<file path="config.mk">
export PLATFORM = sky130hd
export DESIGN_NAME = amp_fault_status
export DESIGN_NICKNAME = d
export VERILOG_FILES = /design/src/rtl/amp_fault_pkg.sv /design/src/rtl/fault_sync.sv /design/src/rtl/amp_fault_status.sv
export SDC_FILE = /design/constraint.sdc
export NUM_CORES = 1
export LEC_CHECK = 0
export BUFFER_PORTS_ARGS = -buffer_cell sky130_fd_sc_hd__buf_4
export CAP_MARGIN = 10
export CORE_MARGIN = 2
export CORE_UTILIZATION = 50
export CTS_BUF_LIST = sky130_fd_sc_hd__clkbuf_8
export CTS_CLUSTER_DIAMETER = 50
export CTS_CLUSTER_SIZE = 40
export DETAILED_ROUTE_END_ITERATION = 12
export HOLD_SLACK_MARGIN = 0.06
export MAX_ROUTING_LAYER = met4
export PLACE_DENSITY_LB_ADDON = 0.1
export REMOVE_ABC_BUFFERS = 1
export SYNTH_ARGS = -nofsm -noshare
export SYNTH_HDL_FRONTEND = slang
export SYNTH_SLANG_ARGS = --single-unit
export TNS_END_PERCENT = 5
</file>
<file path="constraint.sdc">
create_clock -name mclk -period 1.8 [get_ports mclk]
set_input_delay 0.18 -clock mclk [delete_from_list [all_inputs] [get_ports mclk]]
set_output_delay 0.18 -clock mclk [all_outputs]
set_load 0.02 [all_outputs]
</file>
<file path="src/rtl/amp_fault_pkg.sv">
// Package of constants for the amplifier fault supervision block.
`default_nettype none
package amp_fault_pkg;
   // ==================================================================
   // Timing and widths
   // ==================================================================
   localparam int CLK_HZ = 10_000_000;
   localparam int SYNC_STAGES = 2;
   localparam int NUM_BRIDGES = 6;
   // Overload counter time in microseconds, as a least time.
   localparam int OVERLOAD_TIME_US = 1250;
   localparam int OVERLOAD_CYCLES =
      (OVERLOAD_TIME_US * (CLK_HZ / 1_000_000) + 0) > 0 ?
      OVERLOAD_TIME_US * (CLK_HZ / 1_000_000) : 1;
   // Controller wait before overload reset, in milliseconds.
   localparam int OVERLOAD_RESET_WAIT_MS = 1000;
   // ==================================================================
   // Fault vector field positions
   // ==================================================================
   localparam int FAULT_WIDTH = 5;
   localparam int FLD_OTW = 0;
   localparam int FLD_OTE = 1;
   localparam int FLD_OVC = 2;
   localparam int FLD_UVG = 3;
   localparam int FLD_UVC = 4;
   localparam logic [FAULT_WIDTH-1:0] FAULT_RESET = 5'h00;
   localparam logic STATUS_RELEASED = 1'b1;
   typedef enum logic [1:0] {
      ST_POWERUP,
      ST_RUN,
      ST_SHUTDOWN,
      ST_OVERLOAD
   } stage_state_t;
endpackage : amp_fault_pkg
`default_nettype wire

</file>
<file path="src/rtl/fault_sync.sv">
// Two-flop synchronizer for one fault condition input.
`default_nettype none
module fault_sync #(
   parameter int STAGES = 2
) (
   mclk,
   rst,
   async_in,
   sync_out
);
   input wire logic mclk;
   input wire logic rst;
   input wire logic async_in;
   output logic sync_out;
   logic [STAGES-1:0] chain_reg;
   // ==================================================================
   // Chain
   // ==================================================================
   // The first stage feeds only the next stage, never other logic.
   always_ff @(posedge mclk) begin
      if (rst) begin
         chain_reg <= '0;
      end else begin
         chain_reg <= {chain_reg[STAGES-2:0], async_in};
      end
   end
   assign sync_out = chain_reg[STAGES-1];
endmodule : fault_sync
`default_nettype wire

</file>
<file path="src/rtl/amp_fault_status.sv">
// Fault supervision and status reporting for a multichannel power stage.
`default_nettype none
module amp_fault_status #(
   parameter int NUM_BRIDGES = amp_fault_pkg::NUM_BRIDGES,
   parameter int OVERLOAD_CYCLES = amp_fault_pkg::OVERLOAD_CYCLES
) (
   mclk,
   rst,
   reset_n,
   overtemp_warning,
   overtemp_error,
   overcurrent,
   gate_drive_supply_low,
   common_supply_low,
   shutdown_fault_n_in,
   shutdown_fault_n_out,
   shutdown_fault_n_oe,
   overtemp_warning_n_in,
   overtemp_warning_n_out,
   overtemp_warning_n_oe,
   bridge_enable,
   overload_protect,
   undervoltage_protect
);
   input wire logic mclk;
   input wire logic rst;
   input wire logic reset_n;
   input wire logic overtemp_warning;
   input wire logic overtemp_error;
   input wire logic overcurrent;
   input wire logic gate_drive_supply_low;
   input wire logic common_supply_low;
   input wire logic shutdown_fault_n_in;
   output logic shutdown_fault_n_out;
   output logic shutdown_fault_n_oe;
   input wire logic overtemp_warning_n_in;
   output logic overtemp_warning_n_out;
   output logic overtemp_warning_n_oe;
   output logic [NUM_BRIDGES-1:0] bridge_enable;
   output logic overload_protect;
   output logic undervoltage_protect;

   localparam int CW = $clog2(OVERLOAD_CYCLES + 1);
   localparam int SS = amp_fault_pkg::SYNC_STAGES;

   // ==================================================================
   // Input synchronization
   // ==================================================================
   logic [amp_fault_pkg::FAULT_WIDTH-1:0] raw_faults;
   logic [amp_fault_pkg::FAULT_WIDTH-1:0] sync_faults;
   logic reset_n_sync;
   assign raw_faults[amp_fault_pkg::FLD_OTW] = overtemp_warning;
   assign raw_faults[amp_fault_pkg::FLD_OTE] = overtemp_error;
   assign raw_faults[amp_fault_pkg::FLD_OVC] = overcurrent;
   assign raw_faults[amp_fault_pkg::FLD_UVG] = gate_drive_supply_low;
   assign raw_faults[amp_fault_pkg::FLD_UVC] = common_supply_low;

   genvar gi;
   generate
      for (gi = 0; gi < amp_fault_pkg::FAULT_WIDTH; gi++) begin : g_sync
         fault_sync #(.STAGES(amp_fault_pkg::SYNC_STAGES)) u_sync (
            .mclk(mclk),
            .rst(rst),
            .async_in(raw_faults[gi]),
            .sync_out(sync_faults[gi])
         );
      end
   endgenerate

   // Reset pin is sampled as a synchronous input; one register gives
   // the previous level for edge detection.
   assign reset_n_sync = reset_n;

   // ==================================================================
   // Decode
   // ==================================================================
   wire otw_active = sync_faults[amp_fault_pkg::FLD_OTW];
   wire ote_active = sync_faults[amp_fault_pkg::FLD_OTE];
   wire ovc_active = sync_faults[amp_fault_pkg::FLD_OVC];
   wire uv_active = sync_faults[amp_fault_pkg::FLD_UVG] |
                    sync_faults[amp_fault_pkg::FLD_UVC];

   logic reset_n_prev_reg;
   logic overload_latch_reg;
   logic overload_latch_next;
   logic [CW-1:0] ovc_count_reg;
   logic [CW-1:0] ovc_count_next;
   amp_fault_pkg::stage_state_t state_reg;
   amp_fault_pkg::stage_state_t state_next;
   logic sd_low_reg;
   logic otw_low_reg;
   logic [NUM_BRIDGES-1:0] bridge_en_reg;
   logic [SS-1:0] settle_reg;
   logic uv_flag_reg;
   wire settled = settle_reg[SS-1];

   wire reset_rise = reset_n_sync & ~reset_n_prev_reg;
   wire ovc_expired = (ovc_count_reg == CW'(OVERLOAD_CYCLES - 1));

   // Overcurrent must persist for the whole counter window; the
   // current limiter handles short transients without shutdown.
   always_comb begin
      ovc_count_next = '0;
      if (ovc_active && !overload_latch_reg && !ovc_expired) begin
         ovc_count_next = ovc_count_reg + CW'(1);
      end
   end

   // Latched overload set wins over a coincident reset edge clear.
   always_comb begin
      overload_latch_next = overload_latch_reg;
      if (ovc_active && ovc_expired) begin
         overload_latch_next = 1'b1;
      end else if (reset_rise) begin
         overload_latch_next = 1'b0;
      end
   end

   wire auto_fault = ote_active | uv_active;
   wire any_fault = auto_fault | overload_latch_next;

   // ==================================================================
   // Power stage sequencing
   // ==================================================================
   always_comb begin
      state_next = state_reg;
      case (state_reg)
         amp_fault_pkg::ST_POWERUP: begin
            if (settled && !uv_active && !overload_latch_next) begin
               state_next = amp_fault_pkg::ST_RUN;
            end
         end
         amp_fault_pkg::ST_RUN: begin
            if (overload_latch_next) begin
               state_next = amp_fault_pkg::ST_OVERLOAD;
            end else if (auto_fault) begin
               state_next = amp_fault_pkg::ST_SHUTDOWN;
            end
         end
         amp_fault_pkg::ST_SHUTDOWN: begin
            if (overload_latch_next) begin
               state_next = amp_fault_pkg::ST_OVERLOAD;
            end else if (!auto_fault) begin
               state_next = amp_fault_pkg::ST_RUN;
            end
         end
         amp_fault_pkg::ST_OVERLOAD: begin
            if (!overload_latch_next) begin
               state_next = auto_fault ? amp_fault_pkg::ST_SHUTDOWN :
                            amp_fault_pkg::ST_RUN;
            end
         end
         default: begin
            state_next = amp_fault_pkg::ST_POWERUP;
         end
      endcase
   end

   wire run_ok = (state_next == amp_fault_pkg::ST_RUN) & ~any_fault;
   wire bridges_on = run_ok & reset_n_sync;
   wire sd_low_next = any_fault & reset_n_sync;
   wire otw_low_next = (otw_active | ote_active) & reset_n_sync;

   // ==================================================================
   // Registers
   // ==================================================================
   // The sync chains read as fault free right after rst; until they have
   // refilled, a low supply could look good and start the bridges.
   always_ff @(posedge mclk) begin
      if (rst) begin
         settle_reg <= '0;
      end else begin
         settle_reg <= {settle_reg[SS-2:0], 1'b1};
      end
   end

   always_ff @(posedge mclk) begin
      if (rst) begin
         state_reg <= amp_fault_pkg::ST_POWERUP;
         overload_latch_reg <= 1'b0;
         ovc_count_reg <= '0;
      end else begin
         state_reg <= state_next;
         overload_latch_reg <= overload_latch_next;
         ovc_count_reg <= ovc_count_next;
      end
   end

   // The edge detector idles high like the pin, so leaving rst with the
   // pin already high is not taken for a rising edge.
   always_ff @(posedge mclk) begin
      if (rst) begin
         reset_n_prev_reg <= 1'b1;
      end else begin
         reset_n_prev_reg <= reset_n_sync;
      end
   end

   always_ff @(posedge mclk) begin
      if (rst) begin
         sd_low_reg <= 1'b0;
         otw_low_reg <= 1'b0;
         bridge_en_reg <= '0;
         uv_flag_reg <= 1'b0;
      end else begin
         sd_low_reg <= sd_low_next;
         otw_low_reg <= otw_low_next;
         bridge_en_reg <= {NUM_BRIDGES{bridges_on}};
         uv_flag_reg <= uv_active;
      end
   end

   // ==================================================================
   // Open-drain and flag outputs
   // ==================================================================
   // Pins only ever pull low; the high level comes from the pullup.
   assign shutdown_fault_n_out = 1'b0;
   assign shutdown_fault_n_oe = sd_low_reg;
   assign overtemp_warning_n_out = 1'b0;
   assign overtemp_warning_n_oe = otw_low_reg;
   assign bridge_enable = bridge_en_reg;
   assign overload_protect = overload_latch_reg;
   assign undervoltage_protect = uv_flag_reg;

   // Pin readback is not needed by the logic.
   wire unused_pins = shutdown_fault_n_in ^ overtemp_warning_n_in;
endmodule : amp_fault_status
`default_nettype wire

</file>
-- Yosys cells after proc, flatten, opt, wreduce, memory -nomap -nowiden
Cells that the tools add are included.
Widths: inputs -> output; s select.
- bits in latches: 0
- bits in registers: 34
- output and inout bits: 12
- bits in read-only memories: 0
- logic and storage cells: 55
- bits in writable memories: 0
- input bits: 10
- memories kept: 0
- bitwise logic cells: 12
- muxes and demuxes: 11
- multiply operators: 0
- add/sub/neg operators: 1
- reduce and logical (&&, ||, !) cells: 11
- eq/ne operators: 5
- shift-type cells: 0
- divide/modulo/power cells: 0
- magnitude comparators: 0
- operator list (cell ; number):
    $add 14x1->14 const B ; 1
    $eq 14x14->1 const B ; 1
    $mux 2 ; 7
    $pmux 2 s4 ; 1
    $and 1x1->1 ; 5
    $logic_and 1x1->1 ; 5
    $eq 2x1->1 const B ; 2
    $eq 2x2->1 const B ; 2
    $logic_not 1->1 ; 4
    $or 1x1->1 ; 4
    $mux 1 ; 3
    $not 1->1 ; 3
    $logic_not 2->1 ; 1
    $reduce_or 2->1 ; 1

-- Logic depth before layout (Yosys ltp)
Gate-level depths: netlist of run 1.
- depth after elaboration: 11
- mapped depth: 6
- depth with buffers taken out: 5

-- Hierarchy
From an unflattened synthesis of run 1, not the netlist that was laid out.
- cells, all modules: 129
- area, all modules: 1298.7 um^2
- by module, submodules not included (module ; sequential area each (um^2) ; cells an instance ; times used ; area each (um^2)):
    amp_fault_status ; 480.5 ; 109 ; 1 ; 1036.0
    fault_sync ; 40.0 ; 4 ; 5 ; 52.6

-- Worst setup path after synthesis of run 1
No wires, ideal clock.
- path type: register to register
- start point: reg ovc_count_reg[0]
- end point: reg state_reg[0]
- data required time: 1.667 ns
- clock period less this slack: 1.274 ns
- cell stages (with the launch flop): 6
- library setup time: 0.133 ns
- data arrival time: 1.142 ns
- path buffers: 0
- setup slack: 0.526 ns
- cell sequence: dfxtp_1 ha_1 nor2b_1 and4_4 o31ai_1 o31ai_1
- cells in the longest elaborated chain, start to end: 7
- elaborated cells between the ends (all ways): 10
- those cells by class: eq/ne: 1; mux: 6; reduce/logical: 3
- ends and longest elaborated chain (what ; line ; source):
    start: declaration ; amp_fault_status.sv:86 ; logic [CW-1:0] ovc_count_reg;
    start signal: assignment ; amp_fault_status.sv:185 ; ovc_count_reg <= ovc_count_next;
    $eq 14x14->1 (*) ; amp_fault_status.sv:98 ; wire ovc_expired = (ovc_count_reg == CW'(OVERLOAD_CYCLES - 1));
    $logic_and 1x1->1 (*) ; amp_fault_status.sv:112 ; if (ovc_active && ovc_expired) begin
    $mux 1 (*) ; amp_fault_status.sv:112 ;
    $logic_not 1->1 ; - ;
    $logic_and 1x1->1 ; amp_fault_status.sv:129 ; if (settled && !uv_active && !overload_latch_next) begin
    $mux 2 ; amp_fault_status.sv:129 ;
    $pmux 2 s4 (*) ; amp_fault_status.sv:127 ; case (state_reg)
    end signal: assignment ; amp_fault_status.sv:179 ; state_reg <= amp_fault_pkg::ST_POWERUP;
    end signal: assignment ; amp_fault_status.sv:183 ; state_reg <= state_next;
    end: declaration ; amp_fault_status.sv:88 ; amp_fault_pkg::stage_state_t state_reg;
Every way passes the cells marked *; elsewhere a longest branch is shown, timed or not.
A chain may end at the register's enable or synchronous reset.

-- Final worst setup path of run 1
- start point: reg ovc_count_reg[0]
- end point: reg ovc_count_reg[5]
- cells in the longest elaborated chain, start to end: 5
- elaborated cells between the ends (all ways): 6
- those cells by class: add/sub: 1; eq/ne: 1; bitwise: 1; reduce/logical: 3
- ends and longest elaborated chain (what):
    branches (longest 5 deep; another with $add 14x1->14)
Several ways; the timed one is not identified.

==> flow_summary.ini, run 1 <==
[sta]
fmax_ghz = 0.706
tightest_slew_ns = 0.538
finalSetupViolations = 0
relSlewSlack_pct = 63.9
hold_violations = 0
fin_crit_sh_pct = 78.7
slew_viol_final = 0
rsz0062_at_grt = no
fin_crit_ns = 1.42
final.setup.tns_ns = 0
skew_ns = 0.00382

[die]
die_area_mm2 = 0.00307
num_io_pins = 22
rows = 18
die_w_um = 55.4
coreArea_mm2 = 0.00250
chipHeight_um = 55.4
initial_utilization_pct = 52.9

[synth]
ys_top_cells_by_area = dfxtp_1 52%, nor2_1 7.1%, xnor2_1 6.6%
yosysWarningCount = 0
syn_inst = 137
synth_cell_types = 28
async_reset_ff_share_pct = 0
ys_ff_latch = 34
synth_most_common_cell = dfxtp_1
yosys.area.top_type_share_pct = 51.5
yosysTopAreaCell = dfxtp_1
synth_edf_count = 0
syn_area_mm2 = 0.00132
seq_area_frac_synth_pct = 51.5
avgSynthCellArea_um2 = 9.64
synth.top_cells.by_count = 34 x dfxtp_1, 25 x nor2_1, 12 x nor2b_1
ys.flop_type = dfxtp_1

[placed_design]
dp_hpwl_um = 1410
gp_congestion = 0.801
placed_cell_area_mm2 = 0.00141
dp_cells = 175
port-buffer-count = 17

[critical_path]
start_kind = flop
critPathKind = flop to flop
critical_path.endpoint_type = flop
crit_fanout = 14
crit_chain = ha_1 > nor2b_1 > nand4_1 > nand3_2 > nor2_1
required_ns = 1.97
slowest_delay_ns = 0.37
crit_slowest_cell = dfxtp_1
critical_path_arrival_ns = 1.58

[cts]
cts_setup_buffers = 0
clock-root-buffer = clkbuf_8
clk_pin_slew_ns = 0.07
cts.htree.levels = 2
ctsResizeCount = 0
insertion_delay_ns = 0.29
holdBufCountCts = 0
cts_sinks = 34
cts_buffer_depth = 2
cts_tree = done
cts_buffers = 5

[flow_run]
cap_violations = 0

[finish]
syn_to_final_growth_pct = 14.0
nets = 163
drive_gt1_share_pct = 21.6
fin_area_mm2 = 0.00151
fillCellCount = 230
diodes = 0
stdcell_count = 183
largest_reg_flops = 14

[global_routing]
overflow = 0
grt_start_max_net_pins = 18
busiest_layer = met2
use_met1_pct = 18.2
grt_pass1_vias = 853
antenna_found_initial = 0
grt_pass1_wl_um = 3530
grt_use_total_pct = 15.7
use_met2_pct = 22.3
met3_usage_pct = 4.92

[detailed_routing]
drc = 0
wl_um = 1970
wire_per_inst_um = 10.8
firstDrtPassIters = 4
drtAntennaViolNets = 0
viasPerCell = 5.02
drtIter0Drc = 12
vias = 919

[power]
finalPower_mw = 1.43
power.density_mw_per_mm2 = 948
worst_ir_drop_vdd_v = 0.000688
p_leak_nw = 0.567

[run_status]
status = completed

[min_path]
hp-class = primary input to flop
[worst max-delay path: cells and delay by family, from the launching register on]
| family | cells | cell delay (ns) |
|---|---|---|
| flops | 1 | 0.37 |
| simple gates | 4 | 0.66 |
| fa+ha+maj | 1 | 0.26 |
[worst paths after layout]
path / depth (start not counted) / end / slack, ns / startpoint
max reg2reg: 5 / ovc_count_reg[5] / 0.38 / ovc_count_reg[0]
max: 5 / ovc_count_reg[5] / 0.38 / ovc_count_reg[0]
min reg2reg: 1 / g_sync[3].u_sync.chain_reg[1] / 0.43 / g_sync[3].u_sync.chain_reg[0]
min: 2 / reset_n_prev_reg / 0.1 / reset_n
[final cells by class]
type / count / area, um^2 / share of cell area [%]
inverter: 6 / 22.5 / 1.50
tap: 30 / 37.5 / 2.49
sequential: 34 / 681 / 45.2
clock buffer: 6 / 82.6 / 5.48
multi-input combinational: 88 / 543 / 36.0
timing repair buffer: 17 / 128 / 8.47
clock inverter: 2 / 12.5 / 0.831
[power by group]
group	internal, mW	leakage (nW)	switching [mW]
clock	0.307	0.0472	0.267
combinational	0.0334	0.242	0.0403
sequential	0.773	0.278	0.00775
total	1.11	0.567	0.315
[per-layer routing]
| layer | up-vias | wire [um] |
|---|---|---|
| li1 | 469 | - |
| met1 | 419 | 908 |
| met2 | 24 | 897 |
| met3 | 7 | 92 |
| met4 | 0 | 74 |
| met5 | - | 0 |
[cells in the final DEF (no fill, tap or decap), types with 3 or more instances in the layout]
| cell type | count |
|---|---|
| nand4_1 | 6 |
| and3_1 | 3 |
| dfxtp_1 | 34 |
| inv_1 | 6 |
| buf_4 | 17 |
| nand3_1 | 4 |
| nor3_1 | 6 |
| nand2_1 | 3 |
| clkbuf_8 | 6 |
| xnor2_1 | 10 |
| nor2_1 | 25 |
| nor2b_1 | 12 |
[metrics by stage]
step | hold slack, ns | setup slack [ns] | utilization (%)
after global routing | 0.105 | 0.202 | 60.3
after CTS | 0.0883 | 0.364 | 60.3
after global placement | 0.388 | 0.418 | 56.5
final | 0.0955 | 0.384 | 60.3
after floorplan | 0.252 | 0.526 | -
after detailed placement | 0.389 | 0.373 | 56.5
[kinds of logic after synthesis]
| kind of cell | Yosys count | share of synthesized area [%] |
|---|---|---|
| compound gates | 5 | 2.94 |
| other cells | 1 | 0.284 |
| fa+ha+maj | 1 | 0.947 |
| xor+xnor | 12 | 7.95 |
| flops | 34 | 51.5 |
| buf+inv | 16 | 7.67 |
| simple gates | 68 | 28.7 |
Power figures use the tool's default switching activity.
==> run 2, diff against run 1 <==
==> constraint.sdc (replaced) <==
create_clock -name mclk -period 1.1 [get_ports mclk]
set_input_delay 0.11 -clock mclk [delete_from_list [all_inputs] [get_ports mclk]]
set_output_delay 0.11 -clock mclk [all_outputs]
set_load 0.02 [all_outputs]
==> flow_summary.ini, run 2 (synthesized netlist as in run 1, its figures left out) <==
[detailed_routing]
firstDrtPassIters = 4
drc = 0
vias = 1041
wire_per_inst_um = 11.6
drtIter0Drc = 26
wl_um = 2490
viasPerCell = 4.86
drtAntennaViolNets = 0

[finish]
syn_to_final_growth_pct = 38.4
layout_common_cells = 40 x buf_4, 30 x dfxtp_1, 25 x nor2_1
drive_gt1_share_pct = 35.9
stdcell_count = 214
final_common_cell = buf_4
nets = 194
diodes = 0
largest_reg_flops = 14

[critical_path]
critPathKind = flop to flop
critical_path.endpoint_type = flop
required_ns = 1.29
crit_fanout = 3
critical_path_arrival_ns = 1.48
start_kind = flop

[placed_design]
dp_cells = 197
port-buffer-count = 17
gp_congestion = 0.827
dp_hpwl_um = 1630

[power]
swShare_pct = 21.8
finalPower_mw = 2.58
clkPwrFrac_pct = 44.5
worst_ir_drop_vdd_v = 0.00142
p_leak_nw = 0.728
power.density_mw_per_mm2 = 1410
p_switching_mw = 0.563
p_int_mw = 2.02
comb_power_share_pct = 6.1
seq_power_share_pct = 49.4

[die]
num_io_pins = 22
chipHeight_um = 55.4
coreArea_mm2 = 0.00250
initial_utilization_pct = 52.9
rows = 18
die_w_um = 55.4
die_area_mm2 = 0.00307

[sta]
fin_crit_sh_pct = 117
finalSetupViolations = 19
fmax_ghz = 0.774
fin_crit_ns = 1.29
hold_violations = 0
slew_viol_final = 0
timing.hold.ws_ns = 0.135
skew_ns = 0.00723
rsz0062_at_grt = yes
setup_ws_ns = -0.191

[run_status]
violations = setup timing
status = finished, violations left

[min_path]
hp-class = primary input to flop

[cts]
insertion_delay_ns = 0.29
cts.htree.levels = 2
cts_tree = done
cts_buffers = 5
clock-root-buffer = clkbuf_8
clk_pin_slew_ns = 0.07
cts_sinks = 34
cts_buffer_depth = 2

[global_routing]
antenna_found_initial = 0
grt_start_max_net_pins = 15
grt_pass1_wl_um = 4220
grt_pass1_vias = 995
overflow = 0
grt_use_total_pct = 18.6

[flow_run]
cap_violations = 0
## run 2: cell count changes in the layout (fill, tap and decap cells not counted), moves of 2 or more
cell,change
buf_4,+23
nor3_2,+2
dfxtp_2,+4
dlygate4sd3_1,+8
dfxtp_1,-4
nor3_1,-2
## run 2: layer usage
| metal | vias up | global-route usage, % | wire, um |
|---|---|---|---|
| li1 | 533 | - | - |
| met1 | 479 | 21.8 | 1110 |
| met2 | 23 | 27.7 | 1200 |
| met3 | 6 | 6.32 | 112 |
| met4 | 0 | 10.8 | 60 |
| met5 | - | - | 0 |
## run 2: worst paths after layout
kind                                    to  cells past startpoint  slack, ns                     startpoint
max reg2reg              ovc_count_reg[13]                      5      -0.19               ovc_count_reg[0]
max                      ovc_count_reg[13]                      5      -0.19               ovc_count_reg[0]
min reg2reg  g_sync[4].u_sync.chain_reg[1]                      1       0.44  g_sync[4].u_sync.chain_reg[0]
min                           state_reg[0]                      4       0.13                            rst
## run 2: repair_timing
action / 4_1_cts / 5_1_grt
endpoints found under the setup margin: 19 / 19
pin swaps: 6 / 0
endpoints found under the hold margin: 9 / 0
gates cloned: 0 / 0
buffers inserted: 1 / 0
gates resized for setup: 10 / 3
hold buffers: 8 / 0
## run 2: power by group through the flow
stage | Sequential, mW | Combinational [mW] | Clock [mW]
4_1_cts | 1.28 | 0.157 | 1.17
6_report | 1.28 | 0.157 | 1.15
5_1_grt | 1.28 | 0.170 | 1.22
3_5_place_dp | 1.31 | 0.131 | 0
2_1_floorplan | 1.32 | 0.0478 | 0
3_3_place_gp | 1.30 | 0.129 | 0
## run 2: metrics by stage
stage / worst slack, ns / setup TNS [ns] / utilization (%) / area [um^2]
4_1_cts: -0.165 / -2.36 / 72.7 / 1820
2_1_floorplan: -0.174 / -2.50 / - / 1250
6_report: -0.191 / -2.18 / 73.2 / 1830
5_1_grt: -0.262 / -3.73 / 73.2 / 1830
3_5_place_dp: -0.194 / -3.19 / 63.1 / 1580
3_3_place_gp: -0.181 / -3.03 / 63.1 / 1580
## run 2: worst max-delay path, cell delays in order, from the launching register on
cell,delay (ns)
dfxtp_2,0.33
buf_4,0.11
nand4_1,0.18
nor4_2,0.36
xnor2_1,0.16
nor2_1,0.05
## run 2: area by class of cell
cell class              instances  area, um^2
clock inverters                 3        45.0
fillers                       194         671
flip-flops and latches         34         686
repair buffers                 48         380
well taps                      30        37.5
inverters                       6        22.5
multi-input cells              88         589
clock buffers                   5        68.8
